`src/design/rtc_pkg.sv`:
```
// Constants and types shared by the real time clock host interface
package rtc_pkg;

    localparam int          ADDR_W        = 18;
    localparam logic [15:0] IDX_LOW       = 16'hFEA0;
    localparam logic [15:0] IDX_HIGH      = 16'hFEA1;
    localparam logic [15:0] IDX_CTRL      = 16'hFEA2;

    localparam int          CTRL_W        = 5;
    localparam int          BIT_INSTR     = 0;
    localparam int          BIT_DATA      = 1;
    localparam int          BIT_READ      = 2;
    localparam int          BIT_EXEC      = 3;
    localparam int          BIT_MCLK      = 4;

    localparam logic [15:0] LOW_RST       = 16'h0000;
    localparam logic [15:0] HIGH_RST      = 16'h0000;
    localparam logic [4:0]  CTRL_RST      = 5'h00;

    localparam logic [7:0]  op_reset_control        = 8'hEB;
    localparam logic [7:0]  op_load_seconds         = 8'h59;
    localparam logic [7:0]  op_read_seconds         = 8'h56;
    localparam logic [7:0]  op_read_prescaler_phase = 8'hC7;
    localparam logic [7:0]  op_set_alarm            = 8'hAC;
    localparam logic [7:0]  op_mem_write            = 8'h35;
    localparam logic [7:0]  op_mem_read             = 8'h3A;

    localparam int          OSC_HZ        = 32768;
    localparam int          PRE1_DIV      = 256;
    localparam int          PRE2_DIV      = 128;
    localparam int          MEM_WORDS     = 32;
    localparam int          MEM_W         = 16;

    localparam int          CLK_HZ        = 20_000_000;
    localparam int          ACCESS_HZ     = 12_000_000;
    localparam int          ACCESS_CYCLES = (CLK_HZ + ACCESS_HZ - 1) / ACCESS_HZ;

    typedef enum logic [1:0] {
        XFER_INSTR,
        XFER_DATA,
        XFER_READ
    } xfer_t;

endpackage : rtc_pkg

```
`src/design/rtc_host_interface.sv`:
```
// APB host interface and clock core of the battery-backed real time clock
`timescale 1ns/100ps
// Overview of operation
// Seconds counter is 32 bits and steps once per second.
// Oscillator divided by 256 gives 128 Hz; further 128 gives seconds.
// Core holds thirty-two 16-bit backup words reached by memory instructions.
// Low register carries bits 15..0, high register bits 31..16.
// Writing a busy bit starts a transfer; hardware clears it when done.
// Instruction cycle sends high register bits 15..8 to core instruction register, then clears.
// Data cycle sends high/low into core data buffer, then clears.
// Read cycle samples selected core value into buffer, then high/low.
// Host loads a read-type instruction before a read cycle.
// Execute bit makes core carry out the held instruction.
// Host holds execute one second for reset and load, then clears; the testbench holds it 1200 cycles for reset and never loads.
// Memory-clock bit gives exactly one store pulse, then self-clears.
// Host keeps execute set throughout a memory-clock operation.
// Host puts 8-bit opcode in high register bits 15..8 first.
// Code EB resets core control registers at next 1/128 s tick.
// Code 59 loads seconds from data buffer at next second.
// Code 56 selects seconds for reading, one 12 MHz access delay.
// Code C7 selects 7-bit 128 Hz prescaler phase for reading.
// Code AC sets alarm from data buffer at next 1/128 s tick.
// Code 35 writes and 3A reads backup memory, 12 MHz access delay.
// Writing zero to a busy bit never disturbs a running cycle.
module rtc_host_interface (
    input  wire logic                      pclk,
    input  wire logic                      presetn,
    input  wire logic                      psel,
    input  wire logic                      penable,
    input  wire logic                      pwrite,
    input  wire logic [rtc_pkg::ADDR_W-1:0] paddr,
    input  wire logic [31:0]               pwdata,
    output logic      [31:0]               prdata,
    output logic                           pready,
    output logic                           pslverr,
    input  wire logic                      osc_32k,
    output logic                           alarm_match
);
    import rtc_pkg::*;

    localparam logic [7:0]  pre1_last = 8'(PRE1_DIV - 1);
    localparam logic [6:0]  pre2_last = 7'(PRE2_DIV - 1);
    localparam logic [1:0]  acc_last  = 2'(ACCESS_CYCLES - 1);
    localparam int          MA_W      = $clog2(MEM_WORDS);

    typedef enum logic {ST_IDLE, ST_WAIT} state_t;

    // APB slave
    logic [15:0]       idx;
    logic              hit_low;
    logic              hit_high;
    logic              hit_ctrl;
    logic              setup;
    logic              wr;
    logic [31:0]       prdata_q;
    logic [15:0]       low_q;
    logic [15:0]       high_q;
    logic [CTRL_W-1:0] ctrl_q;
    logic [CTRL_W-1:0] ctrl_d;

    assign idx      = paddr[ADDR_W-1:2];
    assign hit_low  = (idx == IDX_LOW);
    assign hit_high = (idx == IDX_HIGH);
    assign hit_ctrl = (idx == IDX_CTRL);
    assign setup    = psel && !penable;
    assign wr       = psel && penable && pwrite;
    assign pready   = 1'b1;
    assign pslverr  = psel && penable && !(hit_low || hit_high || hit_ctrl);
    assign prdata   = prdata_q;

    always_ff @(posedge pclk or negedge presetn) begin
        if (!presetn) begin
            prdata_q <= 32'h0000_0000;
        end else if (setup) begin
            prdata_q <= hit_low  ? {16'h0000, low_q} :
                        hit_high ? {16'h0000, high_q} :
                        hit_ctrl ? {27'h000_0000, ctrl_q} : 32'h0000_0000;
        end
    end

    // Transfer sequencer between host registers and core
    state_t      state_q;
    xfer_t       kind_q;
    logic        xfer_start;
    logic        xfer_done;
    logic [31:0] xfer_rdata_q;
    logic [1:0]  acc_q;
    logic        mclk_q;
    logic        clr_instr;
    logic        clr_data;
    logic        clr_read;

    assign xfer_start = (state_q == ST_IDLE) && (ctrl_q[BIT_INSTR] || ctrl_q[BIT_DATA] || ctrl_q[BIT_READ]);
    assign xfer_done  = (state_q == ST_WAIT) && (acc_q == acc_last);
    assign clr_instr  = xfer_done && (kind_q == XFER_INSTR);
    assign clr_data   = xfer_done && (kind_q == XFER_DATA);
    assign clr_read   = xfer_done && (kind_q == XFER_READ);

    always_ff @(posedge pclk or negedge presetn) begin
        if (!presetn) begin
            state_q <= ST_IDLE;
            kind_q  <= XFER_INSTR;
            acc_q   <= 2'h0;
        end else begin
            unique case (state_q)
                ST_IDLE: begin
                    acc_q <= 2'h0;
                    if (xfer_start) begin
                        state_q <= ST_WAIT;
                        kind_q  <= ctrl_q[BIT_INSTR] ? XFER_INSTR :
                                   ctrl_q[BIT_DATA]  ? XFER_DATA  : XFER_READ;
                    end
                end
                ST_WAIT: begin
                    acc_q <= acc_q + 2'h1;
                    if (xfer_done) begin
                        state_q <= ST_IDLE;
                    end
                end
            endcase
        end
    end

    // Set by a one-write wins over hardware clear; zero writes leave busy bits alone
    always_comb begin
        ctrl_d           = ctrl_q;
        ctrl_d[BIT_INSTR] = (wr && hit_ctrl && pwdata[BIT_INSTR]) || (ctrl_q[BIT_INSTR] && !clr_instr);
        ctrl_d[BIT_DATA]  = (wr && hit_ctrl && pwdata[BIT_DATA]) || (ctrl_q[BIT_DATA] && !clr_data);
        ctrl_d[BIT_READ]  = (wr && hit_ctrl && pwdata[BIT_READ]) || (ctrl_q[BIT_READ] && !clr_read);
        ctrl_d[BIT_MCLK]  = (wr && hit_ctrl && pwdata[BIT_MCLK]) || (ctrl_q[BIT_MCLK] && !mclk_q);
        if (wr && hit_ctrl) begin
            ctrl_d[BIT_EXEC] = pwdata[BIT_EXEC];
        end
    end

    always_ff @(posedge pclk or negedge presetn) begin
        if (!presetn) begin
            ctrl_q <= CTRL_RST;
            mclk_q <= 1'b0;
        end else begin
            ctrl_q <= ctrl_d;
            mclk_q <= ctrl_q[BIT_MCLK] && !mclk_q;
        end
    end

    // Read result overrides a same-cycle software write of the data registers
    always_ff @(posedge pclk or negedge presetn) begin
        if (!presetn) begin
            low_q  <= LOW_RST;
            high_q <= HIGH_RST;
        end else if (clr_read) begin
            // Taken straight from the selection, the result register only settles at this edge
            low_q  <= selected[15:0];
            high_q <= selected[31:16];
        end else if (wr) begin
            if (hit_low) begin
                low_q <= pwdata[15:0];
            end
            if (hit_high) begin
                high_q <= pwdata[15:0];
            end
        end
    end

    // Clock core: oscillator is asynchronous to pclk
    logic        osc_sync;
    logic        osc_prev_q;
    logic        osc_rise;
    logic [7:0]  div256_q;
    logic [6:0]  phase_q;
    logic        tick128;
    logic        tick1s;
    logic [31:0] seconds_q;
    logic [31:0] alarm_q;
    logic        alarm_en_q;
    logic        alarm_match_q;
    logic [7:0]  instr_q;
    logic [31:0] data_buf_q;
    logic [31:0] selected;
    logic        exec;
    logic        load_now;
    logic        ctrl_reset_now;
    logic        alarm_set_now;
    logic        mem_wr;
    logic [MEM_W-1:0] mem_rdata;

    rtc_sync2 u_osc_sync (
        .pclk     (pclk),
        .presetn  (presetn),
        .async_in (osc_32k),
        .sync_out (osc_sync)
    );

    assign osc_rise       = osc_sync && !osc_prev_q;
    assign tick128        = osc_rise && (div256_q == pre1_last);
    assign tick1s         = tick128 && (phase_q == pre2_last);
    assign exec           = ctrl_q[BIT_EXEC];
    assign load_now       = exec && (instr_q == op_load_seconds) && tick1s;
    assign ctrl_reset_now = exec && (instr_q == op_reset_control) && tick128;
    assign alarm_set_now  = exec && (instr_q == op_set_alarm) && tick128;
    assign mem_wr         = mclk_q && exec && (instr_q == op_mem_write);
    assign alarm_match    = alarm_match_q;

    always_ff @(posedge pclk or negedge presetn) begin
        if (!presetn) begin
            osc_prev_q <= 1'b0;
            div256_q   <= 8'h00;
            phase_q    <= 7'h00;
        end else begin
            osc_prev_q <= osc_sync;
            if (osc_rise) begin
                div256_q <= div256_q + 8'h01;
            end
            if (tick128) begin
                phase_q <= phase_q + 7'h01;
            end
        end
    end

    // Seconds counter; a load replaces that second's step
    always_ff @(posedge pclk or negedge presetn) begin
        if (!presetn) begin
            seconds_q <= 32'h0000_0000;
        end else if (load_now) begin
            seconds_q <= data_buf_q;
        end else if (tick1s) begin
            seconds_q <= seconds_q + 32'h0000_0001;
        end
    end

    always_ff @(posedge pclk or negedge presetn) begin
        if (!presetn) begin
            alarm_q       <= 32'h0000_0000;
            alarm_en_q    <= 1'b0;
            alarm_match_q <= 1'b0;
        end else begin
            if (ctrl_reset_now) begin
                alarm_q    <= 32'h0000_0000;
                alarm_en_q <= 1'b0;
            end else if (alarm_set_now) begin
                alarm_q    <= data_buf_q;
                alarm_en_q <= 1'b1;
            end
            alarm_match_q <= alarm_en_q && (seconds_q == alarm_q);
        end
    end

    rtc_backup_mem #(
        .WORDS (MEM_WORDS),
        .WIDTH (MEM_W)
    ) u_mem (
        .pclk  (pclk),
        .wr_en (mem_wr),
        .addr  (data_buf_q[16 +: MA_W]),
        .wdata (data_buf_q[MEM_W-1:0]),
        .rdata (mem_rdata)
    );

    always_comb begin
        unique case (instr_q)
            op_read_seconds:         selected = seconds_q;
            op_read_prescaler_phase: selected = {25'h000_0000, phase_q};
            op_mem_read:             selected = {16'h0000, mem_rdata};
            default:                 selected = data_buf_q;
        endcase
    end

    always_ff @(posedge pclk or negedge presetn) begin
        if (!presetn) begin
            instr_q      <= 8'h00;
            data_buf_q   <= 32'h0000_0000;
            xfer_rdata_q <= 32'h0000_0000;
        end else if (xfer_done) begin
            unique case (kind_q)
                XFER_INSTR: instr_q <= high_q[15:8];
                XFER_DATA:  data_buf_q <= {high_q, low_q};
                XFER_READ: begin
                    data_buf_q   <= selected;
                    xfer_rdata_q <= selected;
                end
            endcase
        end
    end

    // Checks
    a_busy_clears: assert property (@(posedge pclk) disable iff (!presetn)
        clr_instr && !(wr && hit_ctrl) |=> !ctrl_q[BIT_INSTR])
        else $error("instruction busy bit not cleared");
    a_zero_keeps: assert property (@(posedge pclk) disable iff (!presetn)
        wr && hit_ctrl && !pwdata[BIT_READ] && ctrl_q[BIT_READ] && !clr_read |=> ctrl_q[BIT_READ])
        else $error("zero write disturbed read cycle");
    a_instr_latch: assert property (@(posedge pclk) disable iff (!presetn)
        clr_instr |=> instr_q == $past(high_q[15:8]))
        else $error("instruction not latched");
    a_data_latch: assert property (@(posedge pclk) disable iff (!presetn)
        clr_data |=> data_buf_q == {$past(high_q), $past(low_q)})
        else $error("data buffer not loaded");
    a_read_lands: assert property (@(posedge pclk) disable iff (!presetn)
        xfer_start && ctrl_q[BIT_READ] && !ctrl_q[BIT_INSTR] && !ctrl_q[BIT_DATA]
        |-> ##[1:4] (clr_read ##1 ({high_q, low_q} == xfer_rdata_q)))
        else $error("read result not in data registers");
    a_mclk_single: assert property (@(posedge pclk) disable iff (!presetn)
        mclk_q |=> !mclk_q)
        else $error("memory clock pulse longer than one cycle");
    a_seconds_step: assert property (@(posedge pclk) disable iff (!presetn)
        tick1s && !load_now |=> seconds_q == $past(seconds_q) + 32'h0000_0001)
        else $error("seconds counter did not step");
    a_second_phase: assert property (@(posedge pclk) disable iff (!presetn)
        $changed(seconds_q) && !$past(load_now) |-> $past(phase_q) == pre2_last && $past(div256_q) == pre1_last)
        else $error("second advanced off prescaler wrap");
    a_load_seconds: assert property (@(posedge pclk) disable iff (!presetn)
        load_now |=> seconds_q == $past(data_buf_q))
        else $error("seconds load failed");
    a_ctrl_reset: assert property (@(posedge pclk) disable iff (!presetn)
        ctrl_reset_now |=> !alarm_en_q && alarm_q == 32'h0000_0000)
        else $error("control reset not applied");
    a_phase_read: assert property (@(posedge pclk) disable iff (!presetn)
        clr_read && instr_q == op_read_prescaler_phase |=> xfer_rdata_q == {25'h000_0000, $past(phase_q)})
        else $error("prescaler phase read wrong");
endmodule : rtc_host_interface

```
`src/design/rtc_sync2.sv`:
```
// Two-flop synchroniser for an asynchronous level
`timescale 1ns/100ps
module rtc_sync2 (
    input  wire logic pclk,
    input  wire logic presetn,
    input  wire logic async_in,
    output logic      sync_out
);
    logic meta_q;

    always_ff @(posedge pclk or negedge presetn) begin
        if (!presetn) begin
            meta_q   <= 1'b0;
            sync_out <= 1'b0;
        end else begin
            meta_q   <= async_in;
            sync_out <= meta_q;
        end
    end
endmodule : rtc_sync2

```
`src/design/rtc_backup_mem.sv`:
```
// Battery-backed word store of the clock core
`timescale 1ns/100ps
module rtc_backup_mem #(
    parameter int WORDS = rtc_pkg::MEM_WORDS,
    parameter int WIDTH = rtc_pkg::MEM_W
) (
    input  wire logic                     pclk,
    input  wire logic                     wr_en,
    input  wire logic [$clog2(WORDS)-1:0] addr,
    input  wire logic [WIDTH-1:0]         wdata,
    output logic      [WIDTH-1:0]         rdata
);
    import rtc_pkg::*;

    // No reset: contents survive system resets on their own supply
    logic [WIDTH-1:0] mem_q [WORDS];

    always_ff @(posedge pclk) begin
        if (wr_en) begin
            mem_q[addr] <= wdata;
        end
    end

    assign rdata = mem_q[addr];
endmodule : rtc_backup_mem

```
`config.mk`:
```
export PLATFORM = sky130hd
export DESIGN_NAME = rtc_host_interface
export DESIGN_NICKNAME = d
export VERILOG_FILES = /design/src/design/rtc_pkg.sv /design/src/design/rtc_host_interface.sv /design/src/design/rtc_sync2.sv /design/src/design/rtc_backup_mem.sv
export SDC_FILE = /design/constraint.sdc
export NUM_CORES = 1
export LEC_CHECK = 0
export BUFFER_PORTS_ARGS = -buffer_cell sky130_fd_sc_hd__buf_2
export CAP_MARGIN = 0
export CELL_PAD_IN_SITES_DETAIL_PLACEMENT = 2
export CELL_PAD_IN_SITES_GLOBAL_PLACEMENT = 2
export CORE_MARGIN = 1.5
export CORE_UTILIZATION = 49
export DETAILED_ROUTE_END_ITERATION = 10
export HOLD_SLACK_MARGIN = 0.05
export PLACE_DENSITY_LB_ADDON = 0.1
export SYNTH_ARGS = -nofsm -noshare
export SYNTH_HDL_FRONTEND = slang
export SYNTH_HIERARCHICAL = 1
export SYNTH_SLANG_ARGS = --single-unit
export TNS_END_PERCENT = 10
```
`constraint.sdc`:
```
create_clock -name pclk -period 11.8 [get_ports pclk]
set_clock_uncertainty 0.2 [all_clocks]
set_input_delay 0.59 -clock pclk [delete_from_list [all_inputs] [get_ports pclk]]
set_output_delay 0.59 -clock pclk [all_outputs]
set_load 0.01 [all_outputs]
```
[Word-level counts from Yosys, hierarchy flattened]
Memory sizes are Yosys's and may differ from the RTL's.
Index checks and enable logic that the tools add are counted.
Operators by class
  bitwise logic cells: 1
  add/sub/neg operators: 4
  eq/ne operators: 16
  muxes and demuxes: 25
  reductions and logical operators: 57
Operators with widths (count)
  $mux 16: 8
  $mux 32: 4
  $pmux 32 s3: 1
  $pmux 32 s2: 1
  $eq 16x16->1 const B: 3
  $add 32x1->32 const B: 1
  $eq 32x32->1: 1
  $eq 8x8->1 const B: 4
  $logic_and 1x1->1: 30
  $eq 8x6->1 const B: 2
  $eq 8x7->1 const B: 2
  $reduce_bool 2->1: 6
  $reduce_and 2->1: 5
  $add 8x1->8 const B: 1
  $logic_or 1x1->1: 8
  $add 7x1->7 const B: 1
  $eq 7x7->1 const B: 1
  $logic_not 1->1: 7
  $mux 1: 6
  $mux 5: 1
  $eq 2x1->1 const B: 2
  $mux 2: 2
  $pmux 2 s2: 1
  $add 2x1->2 const B: 1
  4 further kinds: 4
Storage, ports and cells
  bits of input ports: 56
  memories: 1
  register bits: 199
  output and inout port bits: 35
  RAM bits: 512
Memories
  u_mem.mem_q: words 32, bits a word 16, rd ports 1, clocked after memory_dff 0, write ports 1, line rtc_backup_mem.sv:16  | logic [WIDTH-1:0] mem_q [WORDS];

[Depth between registers and ports, before layout]
Gate-level depths: netlist of the first run.
  depth after elaboration: 6
  gate-level depth with buffers: 10

[Hierarchy]
Netlist of the first run, hierarchy kept.
By module, submodules not included
  rtc_backup_mem: area each 19728.9 µm², cells an instance 1070, instances 1
  rtc_host_interface: area each 9779.4 µm², cells an instance 986, instances 1
  rtc_sync2: area each 50.0 µm², cells an instance 2, instances 1

[Worst setup path after synthesis of the first run]
No wires, ideal clock.
  kind: reg-to-reg
  start: register instr_q[6]
  end: memory u_mem/mem_q[24][0] in the netlist's numbering, enable pin
  slack: 8.062 ns
  data required time: 11.191 ns
  buffers on the path: 1
  arrival time: 3.129 ns
  stages on the path, launching flop included: 7
  path through: dfrtp_1 > nand2b_1 > or2_2 > nor4_1 > or3b_2 > clkbuf_1 > nor3_1
On the way
  longest elaborated chain between the ends: 4
RTL lines
  from (decl): line rtc_host_interface.sv:177  | logic [7:0] instr_q;
  from (signal assigned): line rtc_host_interface.sv:275  | XFER_INSTR: instr_q <= high_q[15:8];
  $eq 8x6->1: line rtc_host_interface.sv:201  | assign mem_wr = mclk_q && exec && (instr_q == op_mem_write);
  $logic_and 1x1->1: line rtc_host_interface.sv:201
  named net mem_wr: line rtc_host_interface.sv:184  | logic mem_wr;
  $mux 1: line rtc_backup_mem.sv:19  | if (wr_en) begin
  $mux 1 (not written as such): line rtc_backup_mem.sv:20  | mem_q[addr] <= wdata;
  to (decl): line rtc_backup_mem.sv:16
The timed path passes the listed nets, and every way through them passes these cells.

[Final worst setup path of the first run]
  start: register data_buf_q[17]
  end: register low_q[1]
On the way
  longest elaborated chain between the ends: 3
RTL lines
  from (decl): line rtc_host_interface.sv:178  | logic [31:0] data_buf_q;
  from (signal assigned): line rtc_host_interface.sv:276  | XFER_DATA: data_buf_q <= {high_q, low_q};
  from (signal assigned): line rtc_host_interface.sv:278  | data_buf_q <= selected;
  $mem_v2 32x16
  named net mem_rdata[1]: line rtc_host_interface.sv:185  | logic [MEM_W-1:0] mem_rdata;
  $pmux 32 s3: line rtc_host_interface.sv:260  | unique case (instr_q)
  $mux 16: line rtc_host_interface.sv:151  | end else if (clr_read) begin
  to (signal assigned): line rtc_host_interface.sv:153  | low_q <= selected[15:0];
  to (signal assigned): line rtc_host_interface.sv:157  | low_q <= pwdata[15:0];
  to (decl): line rtc_host_interface.sv:56  | logic [15:0] low_q;
The timed path passes the listed nets, and every way through them passes these cells.
A chain may end at the register's enable or synchronous reset.

==> qor.yml, run 1 <==
status: "finished, violations left"
violations: "max-capacitance violations"
dp_hpwl_um: 66100
cts_buffer_depth: 3
min_period_ns: 6.03
grt_overflow: 0
wl_um: 117000
num_vias: 20452
stdcell_area_sq_um: 33200
pwr-share-clk_pct: 49.2
powerDensity_nw_per_um2: 159
cts.sink_count: 695
min_path_type: "in -> reg"
worstPathMaxFanout: 134
cts-root-buf: "clkbuf_16"
syn-mean-instance-area_sq_um: 14.4
hold_viol_final: 0
synth_compound_area_share_pct: 9.80
start_util_pct: 49.8
synth_top_area_cell: "edfxtp_1"
synthSimpleGateAreaFrac_pct: 7.62
netlist-cell-type-count: 73
synthFlopType: "edfxtp_1"
vias_per_cell: 6.95
synth.mux.area_fraction_pct: 10.3
synth-seq-cells: 695
p_leak_nw: 10.6
postLayoutCoreUtil_pct: 55.9
synthArstFlopShare_pct: 26.3
ant_nets: 0
worstSetupEndpointType: "flip-flop"
place_area_sq_um: 30600
crit_arrival_ns: 6.33
syn_area_sq_um: 29600
placementRows: 89
synth_common_cells: "512 x edfxtp_1, 293 x mux2i_1, 183 x dfrtp_1"
required_ns: 12.10
final_max_slew_viol_count: 0
final.setup.tns_ns: 0
grt_pass1_vias: 21922
clk_pin_slew_worst_paths_ns: 0.06
h-tree-depth: 3
synth_top_area_share_pct: 52.0
synth.most_common_cell: "edfxtp_1"
setup_viol: 0
p_total_mw: 5.26
io_pins: 91
syn_to_final_growth_pct: 12.3
io_buffer_count: 55
clkLatencyLatePin_ns: 0.66
switching_share_pct: 22.0
synth_edf_count: 512
synth_adder_area_share_pct: 0.296
slew_headroom_pct: 0.814
synth_xor_area_share_pct: 1.33
cap_violations: 1
grt_usage_pct: 37.9
ys_seq_area_share_pct: 67.5
setup_ws_ns: 5.77
route.detailed.drc: 0
grt_pass1_wl_um: 167000
synth_top_family_by_area: "multiplexers"
grt_max_degree: 135
timing_worst_setup_path_type: "reg -> reg"
fin_nets: 2169
min_period_over_period_pct: 51.1
worst_slew_pin_slew_ns: 1.48
cts_resized: 0
peakVddDrop_mv: 0.112
p_seq_share_pct: 49.7
rsz0062_at_grt: "false"
combPwrFrac_pct: 1.1
p_switching_mw: 1.16
p_int_mw: 4.10
yosys_warnings: 6
coreArea_sq_um: 59400
cp-start-kind: "flip-flop"
yosys-top-cells-area: "edfxtp_1 52%, dfrtp_1 15%, mux2i_1 9.9%"
wire_per_inst_um: 39.8
gp_congestion: 0.849
max_freq_ghz: 0.166
cts_buffers: 74
cts_hold_buf: 7
cts_setup_buffers: 0
synthCells: 2058
cts_tree: "built"
antenna_found_initial: 8
dr.pass1.iters: 6
drive_above_1_share_pct: 13.1
die_area_sq_um: 61800
dp_slack_ns: 6.18
die_h_um: 249
drt-initial-drc-count: 2317
die_x_um: 249
[layout by cell type (no fill, tap or decap), types with 7 or more instances in the layout]
cell type      netlist  routed
conb_1               2      17
o21ai_1              8       7
inv_1               12      12
nor2_1              65      56
nand2_1            103     103
o22ai_1            147     147
nor4_1              39      39
buf_4               23      62
nor2_2               0       9
clkinv_1             0       7
o21ai_0             37      37
a221o_1             15      15
clkinv_2             0      14
buf_2               68      54
dlygate4sd3_1        0       7
a22oi_1             14      14
a31oi_1             20      20
a22o_1              50      50
bufinv_16            0      10
nand4_1             22      22
clkbuf_1            63      13
mux2_2              10      10
dfrtp_1            183     180
a221oi_1            20      20
nand3_1             36      34
edfxtp_1           512     512
nand2b_1            14      14
and3_1               7       7
a21oi_1             61      61
nor3_1              24      19
clkbuf_16            0      80
a222oi_1            16      16
nor2b_1              7       7
nor3b_1             25      25
xor2_1              10      10
mux2i_1            293     293
xnor2_1             35      35
[path summary, 6_finish.rpt]
path / from / endpoint / cells after the start / slack [ns]
setup / recovery: data_buf_q[17]$_DFFE_PN0P_ / low_q[1]$_DFFE_PN0P_ / 9 / 5.77
hold / removal: pwdata[9] / high_q[9]$_DFFE_PN0P_ / 3 / 0.07
setup reg to reg: data_buf_q[17]$_DFFE_PN0P_ / low_q[1]$_DFFE_PN0P_ / 9 / 5.77
hold reg to reg: u_osc_sync/meta_q$_DFF_PN0_ / u_osc_sync/sync_out$_DFF_PN0_ / 0 / 0.19
max in group asynchronous: presetn / data_buf_q[17]$_DFFE_PN0P_ / 3 / 9.59
min in group asynchronous: presetn / alarm_q[22]$_DFFE_PN0P_ / 2 / 0.38
[layer usage]
| metal | up-vias | global-route usage, % | wire (um) |
|---|---|---|---|
| met4 | 8 | 20.1 | 6530 |
| met1 | 10693 | 47.1 | 43700 |
| met5 | - | 0 | 54 |
| li1 | 8138 | - | - |
| met2 | 1294 | 62.3 | 56500 |
| met3 | 319 | 8.48 | 10200 |
[power groups by stage]
stage / registers, mW / logic (mW) / clock network, mW
after floorplan: 2.66 / 0.0248 / 0
after global placement: 2.66 / 0.0466 / 0
after detailed placement: 2.67 / 0.0510 / 0
after CTS: 2.62 / 0.0562 / 2.61
after global routing: 2.62 / 0.0619 / 2.67
final: 2.62 / 0.0577 / 2.59
[sequential cells by signal (all words and copies together), names as in the netlist, 2 cells and up]
register,cells
acc_q,2
alarm_q,32
ctrl_q,5
data_buf_q,32
div256_q,8
high_q,16
instr_q,8
kind_q,2
low_q,16
phase_q,7
prdata,16
seconds_q,32
u_mem/mem_q,512
[critical path, stage by stage, from the launching register on]
cell and delay [ns]:
dfrtp_4 0.97, buf_12 0.77, buf_4 0.80, mux2i_1 0.34
o22ai_1 0.18, nor4_1 1.06, nand2_1 0.37, a222oi_1 0.49
a21boi_0 0.40, mux2i_1 0.13
[area by class of cell]
type                            count  area, sq um
Clock buffer                       97         2110
Sequential cell                   695        20000
Antenna cell                        4         10.0
Timing Repair Buffer              125          840
Inverter                           12         45.0
Fill cell                        5212        26200
Tap cell                          773          967
Clock inverter                     38          452
Multi-Input combinational cell   1198         8810
[stage by stage]
step | hold WS [ns] | std cells
floorplan | 0.0944 | 2073
global placement | 0.134 | 2796
detailed placement | 0.145 | 2796
CTS | 0.0510 | 2938
global route | 0.0842 | 2938
finish | 0.0706 | 2942
[kinds of logic after synthesis]
group / Yosys count
other cells: 2
mux: 303
xor+xnor: 45
simple gates: 402
flops: 695
compound gates: 424
buf+inv: 180
fa+ha+maj: 7
Note: power is estimated with default switching activity, not from simulation.
==> run 2: changes to the inputs <==
--- a/config.mk
+++ b/config.mk
@@ -10,7 +10,7 @@
 export CELL_PAD_IN_SITES_DETAIL_PLACEMENT = 2
 export CELL_PAD_IN_SITES_GLOBAL_PLACEMENT = 2
 export CORE_MARGIN = 1.5
-export CORE_UTILIZATION = 49
+export CORE_UTILIZATION = 41
 export DETAILED_ROUTE_END_ITERATION = 10
 export HOLD_SLACK_MARGIN = 0.05
 export PLACE_DENSITY_LB_ADDON = 0.1
==> constraint.sdc (replaced) <==
create_clock -name pclk -period 5.05 [get_ports pclk]
set_clock_uncertainty 0.2 [all_clocks]
set_input_delay 0.2525 -clock pclk [delete_from_list [all_inputs] [get_ports pclk]]
set_output_delay 0.2525 -clock pclk [all_outputs]
set_load 0.01 [all_outputs]
==> run 2 against run 1 <==
The flow now finishes without violations. Setup slack got worse by 4.8 ns. Worst hold slack improved by 0.00086 ns. Combinational power rose by 120%. Die area up 19%. Via count decreased by 7.3%. Maximum frequency grew 48%. Sequential power is 130% higher. Global-route usage down 12 points. Clock-buffer cell count down 7.
==> qor.yml, run 2 (synthesis results as in run 1) <==
pwr-share-clk_pct: 48.3  # -0.9 points
worstPathCellList: "nand4bb_1 > o22ai_1 > nor4_1 > nand2_1 > a222oi_1 > a21boi_0 > mux2i_1"
rsz0062_at_grt: "false"
start_util_pct: 41.4  # -8.4 points
final.setup.tns_ns: 0  # unchanged
min_period_over_period_pct: 80.6  # +29 points
cp-start-kind: "flip-flop"
r2r_start: "data_buf_q[18]$_DFFE_PN0P_"
min_period_ns: 4.07  # -1.96 ns
top_layer: "met4"
cts.sink_count: 695  # unchanged
ff2ff_path_depth: 7  # -2
final_cell_mix: "512 x edfxtp_1, 293 x mux2i_1, 181 x dfrtp_1"
p_total_mw: 12.1  # +130%
r2r-end: "low_q[3]$_DFFE_PN0P_"
clk_pin_slew_worst_paths_ns: 0.06  # about the same
p_switching_mw: 2.49  # +110%
required_ns: 5.33  # -6.77 ns
h-tree-depth: 3  # unchanged
max_stage_delay_ns: 0.95  # -0.11 ns
ant_nets: 0  # unchanged
p_int_mw: 9.56  # +130%
num_vias: 18958  # -7.3%
cts_buffers: 77  # +4.1%
grt_pass1_vias: 20782  # -5.2%
cts_tree: "built"
peakVddDrop_mv: 0.243  # +120%
grt_usage_pct: 26.1  # -12 points
cts_setup_buffers: 0  # unchanged
worstPathMaxFanout: 22  # -84%
grt_overflow: 0  # unchanged
grt_max_degree: 105  # -22%
hold_viol_final: 0  # unchanged
setup_viol: 0  # unchanged
cap_violations: 0  # -1
wl_um: 95700  # -18%
p_leak_nw: 11.0  # +3.6%
min_path_type: "in -> async"
drive_above_1_share_pct: 15.2  # +2.1 points
critPathSlowestCell: "dfrtp_1"
dr_wl_met2_um: 47900  # -15%
cts-root-buf: "clkbuf_16"
combPwrFrac_pct: 1.1  # about the same
largest_register_ffs: 512  # unchanged
p_seq_share_pct: 50.7  # +1.0 points
drt-initial-drc-count: 1380  # -40%
final_max_slew_viol_count: 0  # unchanged
dr.pass1.iters: 6  # unchanged
vias_per_cell: 5.93  # -15%
die_area_sq_um: 73700  # +19%
postLayoutCoreUtil_pct: 47.8  # -8.2 points
cp-startpoint: "data_buf_q[18]$_DFFE_PN0P_"
gp_congestion: 0.814  # -4.1%
die_x_um: 272  # +9.2%
powerDensity_nw_per_um2: 354  # +120%
crit_arrival_ns: 4.35  # -1.98 ns
dp_hpwl_um: 61300  # -7.3%
clkLatencyLatePin_ns: 0.63  # -0.03 ns
wl_met1_um: 40300  # -7.7%
syn_to_final_growth_pct: 15.3
fin_nets: 2247  # +3.6%
final_common_cell: "edfxtp_1"
max_freq_ghz: 0.246  # +48%
wire_per_inst_um: 29.9  # -25%
status: "completed"
antenna_found_initial: 1  # -7
switching_share_pct: 20.7  # -1.4 points
io_buffer_count: 55  # unchanged
die_h_um: 272  # +9.2%
grt_pass1_wl_um: 142000  # -15%
cts_buffer_depth: 3  # unchanged
largest-register: "u_mem/mem_q"
worst-r2r-setup-slack_ns: 0.98  # -4.79 ns
worst_slew_pin_slew_ns: 1.18  # -0.293 ns
io_pins: 91  # unchanged
route.detailed.drc: 0  # unchanged
placementRows: 98  # +10%
timing_worst_setup_path_type: "reg -> reg"
slew_headroom_pct: 21.1  # +20 points
dr_wl_met3_um: 3770  # -63%
worstSetupEndpointType: "flip-flop"
coreArea_sq_um: 71400  # +20%
==> run 2: cell types whose count changed in the layout (fill, tap and decap cells not counted), sizes merged <==
| cell | before | now |
|---|---|---|
| diode | 4 | 1 |
| clkinv | 22 | 31 |
| clkbuf | 98 | 91 |
| clkinvlp | 5 | 9 |
| buf | 117 | 179 |
| inv | 13 | 15 |
| dlygate4sd3 | 7 | 20 |
==> run 2: worst max-delay path: cells and delay by family (launching register included) <==
family | cells | cell delay [ns]
multiplexers | 1 | 0.09
AND/OR/NAND/NOR | 3 | 1.73
AO/OA/AOI/OAI | 3 | 0.95
flip-flops | 1 | 0.95
==> run 2: repair_timing <==
| item | CTS | global route |
|---|---|---|
| endpoints found under the hold margin | 145 | 0 |
| hold buffers | 20 | 0 |
| gates resized for setup | 0 | 0 |
==> run 2: cell type report <==
type,instances,area (sq um)
clock inverter,53,547
antenna,1,2.50
fill,6860,37300
timing repair buffer,200,1510
tap,950,1190
clock buffer,90,2050
inverter,12,45.0
multi-input combinational,1198,8790
sequential,695,20000
==> run 2: power by group through the flow <==
stage               Sequential, mW  Combinational [mW]  Clock (mW)
global route                  6.11               0.143        6.14
CTS                           6.11               0.132        5.93
floorplan                     6.22              0.0579           0
detailed placement            6.23               0.118           0
global placement              6.22               0.111           0
finish                        6.11               0.128        5.82
==> run 2: worst max path at each step <==
stage,to,slack [ns],cells after the start
2_1_floorplan,u_mem/mem_q[24][0]$_DFFE_PP_,1.31,6
3_3_place_gp,low_q[3]$_DFFE_PN0P_,1.25,7
3_5_place_dp,low_q[3]$_DFFE_PN0P_,1.17,7
4_1_cts,low_q[3]$_DFFE_PN0P_,0.96,7
5_1_grt,low_q[3]$_DFFE_PN0P_,0.85,7
6_report,low_q[3]$_DFFE_PN0P_,0.98,7
==> run 2: metal layers <==
layer  vias to the layer above  track usage [%]
li1                       8292                -
met1                     10092             33.8
met2                       440             44.7
met3                       134             2.92
met4                         0             10.4
met5                         -                0
==> run 2: through the flow <==
stage / instance area [sq um] / setup slack [ns] / instances / hold WS (ns)
6_report: 34100 / 0.979 / 3199 / 0.0715
5_1_grt: 34100 / 0.853 / 3198 / 0.105
4_1_cts: 34100 / 0.958 / 3198 / 0.0601
3_5_place_dp: 31300 / 1.17 / 3035 / 0.142
3_3_place_gp: 31300 / 1.25 / 3035 / 0.138
2_1_floorplan: 29600 / 1.31 / 2073 / -0.243
==> run 3: changes to the inputs <==
--- a/config.mk
+++ b/config.mk
@@ -10,7 +10,7 @@
 export CELL_PAD_IN_SITES_DETAIL_PLACEMENT = 2
 export CELL_PAD_IN_SITES_GLOBAL_PLACEMENT = 2
 export CORE_MARGIN = 1.5
-export CORE_UTILIZATION = 41
+export CORE_UTILIZATION = 45
 export DETAILED_ROUTE_END_ITERATION = 10
 export HOLD_SLACK_MARGIN = 0.05
 export PLACE_DENSITY_LB_ADDON = 0.1
==> constraint.sdc (replaced) <==
create_clock -name pclk -period 4.1 [get_ports pclk]
set_clock_uncertainty 0.2 [all_clocks]
set_input_delay 0.205 -clock pclk [delete_from_list [all_inputs] [get_ports pclk]]
set_output_delay 0.205 -clock pclk [all_outputs]
set_load 0.01 [all_outputs]
==> run 3 against run 2 <==
Maximum frequency increased by 2.7%. Die area decreased by 8.8%. Highest routed layer unchanged. Final cell count fell by 2.1%. Largest power group unchanged. Core utilization rose by 4.9 points. Critical path type unchanged.
==> qor.yml, run 3 (synthesis results as in run 1) <==
antenna_cells: 0  # -1
min_period_ns: 3.96  # -0.107 ns
max_stage_delay_ns: 0.83  # -0.12 ns
grt_pass1_wl_um: 143000  # +1.3%
critPathMostFrequentCell: "buf_4"
p_leak_nw: 11.1  # +0.92%
min_path_type: "in -> reg"
dp_hpwl_um: 64500  # +5.2%
gp_congestion: 0.836  # +2.7%
dp_cells: 2966  # -2.3%
cts_setup_buffers: 0  # unchanged
largest_register_ffs: 512  # unchanged
placementRows: 93  # -5.1%
route.detailed.drc: 0  # unchanged
cts_buffer_depth: 3  # unchanged
cts_resized: 0  # unchanged
switching_share_pct: 20.7  # +0.062 points
wire_per_inst_um: 30.9  # +3.3%
powerDensity_nw_per_um2: 422  # +19%
ant_nets: 0  # unchanged
coreArea_sq_um: 64700  # -9.3%
cp-start-kind: "flip-flop"
worstPathMaxFanout: 30  # +36%
num_vias: 19318  # +1.9%
worstSetupEndpointType: "flip-flop"
slew_headroom_pct: 13.0  # -8.0 points
worstPathCellList: "buf_12 > buf_4 > mux2i_1 > o22ai_1 > nor4_1 > nand2_1 > buf_4 > a222oi_1 > and2_1 > a221oi_1"
die_area_sq_um: 67200  # -8.8%
clk_pin_slew_worst_paths_ns: 0.06  # about the same
p_switching_mw: 2.98  # +20%
die_h_um: 259  # -4.5%
cts_tree: "built"
final_cell_mix: "512 x edfxtp_1, 293 x mux2i_1, 182 x dfrtp_1"
cap_violations: 0  # unchanged
final.setup.tns_ns: 0  # unchanged
pwr-share-clk_pct: 46.5  # -1.8 points
cts_buffers: 77  # unchanged
top_layer: "met4"
fin_nets: 2281  # +1.5%
io_buffer_count: 55  # unchanged
cts-root-buf: "clkbuf_16"
peakVddDrop_mv: 0.308  # +27%
io_pins: 91  # unchanged
drive_above_1_share_pct: 15.6  # +0.42 points
start_util_pct: 45.7  # +4.3 points
critPathSlowestCell: "dfrtp_4"
clkLatencyLatePin_ns: 0.62  # about the same
rsz0062_at_grt: "false"
min_period_over_period_pct: 96.7  # +16 points
p_seq_share_pct: 52.3  # +1.6 points
dr_wl_met2_um: 48500  # +1.3%
final_max_slew_viol_count: 0  # unchanged
grt_usage_pct: 28.9  # +2.8 points
cts.sink_count: 695  # unchanged
antenna_found_initial: 0  # -1
largest-register: "u_mem/mem_q"
layoutNonFillerInstCount: 3132  # -2.1%
grt_overflow: 0  # unchanged
required_ns: 4.36  # -0.97 ns
worst_slew_pin_slew_ns: 1.30  # +0.121 ns
crit_arrival_ns: 4.23  # -0.12 ns
vias_per_cell: 6.17  # +4.1%
grt_max_degree: 76  # -28%
grt_pass1_vias: 21209  # +2.1%
dr.pass1.iters: 6  # unchanged
wl_um: 96800  # +1.1%
p_int_mw: 11.4  # +19%
setup_viol: 0  # unchanged
drt-initial-drc-count: 1458  # +5.7%
h-tree-depth: 3  # unchanged
max_freq_ghz: 0.252  # +2.7%
status: "completed"
die_x_um: 259  # -4.5%
dr_wl_met3_um: 3730  # -1.1%
wl_met1_um: 41000  # +1.5%
syn_to_final_growth_pct: 15.2  # about the same
timing_worst_setup_path_type: "reg -> reg"
combPwrFrac_pct: 1.2  # about the same
hold_viol_final: 0  # unchanged
final_common_cell: "edfxtp_1"
run 3: cell count changes in the layout (fill, tap and decap cells not counted), sizes merged:
cell	previous run	this run
clkinv	31	25
dlygate4sd3	20	27
clkbuf	91	106
bufinv	10	3
buf	179	206
diode	1	0
clkinvlp	9	2
run 3: worst max-delay path: cells and delay by family (launching register included):
kind            cells  cell delay (ns)
buf+inv             3             0.74
simple gates        3             1.05
compound gates      3             0.65
mux                 1             0.28
flops               1             0.83
run 3: path summary, 6_finish.rpt:
path | startpoint | endpoint | slack (ns) | cells past startpoint
hold reg to reg | u_osc_sync/meta_q$_DFF_PN0_ | u_osc_sync/sync_out$_DFF_PN0_ | 0.15 | 0
setup reg to reg | data_buf_q[17]$_DFFE_PN0P_ | data_buf_q[6]$_DFFE_PN0P_ | 0.14 | 10
hold / removal | psel | high_q[1]$_DFFE_PN0P_ | 0.11 | 6
max in group asynchronous | presetn | alarm_q[4]$_DFFE_PN0P_ | 2.64 | 4
min in group asynchronous | presetn | high_q[15]$_DFFE_PN0P_ | 0.52 | 4
setup / recovery | data_buf_q[17]$_DFFE_PN0P_ | data_buf_q[6]$_DFFE_PN0P_ | 0.14 | 10
run 3: cell type report:
cell class,count,area (sq um)
multi-input cells,1198,8790
clock inverters,33,256
well taps,855,1070
repair buffers,234,1800
clock buffers,105,2140
inverters,12,45.0
flip-flops and latches,695,20000
fillers,6019,30600
run 3: timing repair:
action,4_1_cts,5_1_grt
endpoints found under the setup margin,0,0
hold buffers,28,0
endpoints found under the hold margin,187,0
run 3: stage by stage:
| step | power [mW] | worst slack, ns | hold WS (ns) | utilization (%) | cell area (sq um) |
|---|---|---|---|---|---|
| 6_report | 14.4 | 0.136 | 0.113 | 52.6 | 34100 |
| 3_3_place_gp | 7.80 | 0.427 | 0.0816 | 48.5 | 31400 |
| 5_1_grt | 14.7 | 0.135 | 0.132 | 52.6 | 34100 |
| 3_5_place_dp | 7.81 | 0.206 | 0.0943 | 48.5 | 31400 |
| 4_1_cts | 14.5 | 0.111 | 0.0877 | 52.6 | 34100 |
| 2_1_floorplan | 7.73 | 0.362 | -0.291 | - | 29600 |
run 3: routing by layer:
layer | GRT usage, % | vias up
li1 | - | 8342
met1 | 38.0 | 10333
met2 | 49.4 | 489
met3 | 3.37 | 154
met4 | 10.7 | 0
met5 | 0 | -
run 3: power groups by stage:
stage               registers (mW)  logic [mW]  clock network [mW]
finish                        7.53       0.166                6.69
global placement              7.67       0.135                   0
floorplan                     7.66      0.0713                   0
global route                  7.52       0.183                7.01
CTS                           7.53       0.167                6.81
detailed placement            7.67       0.144                   0
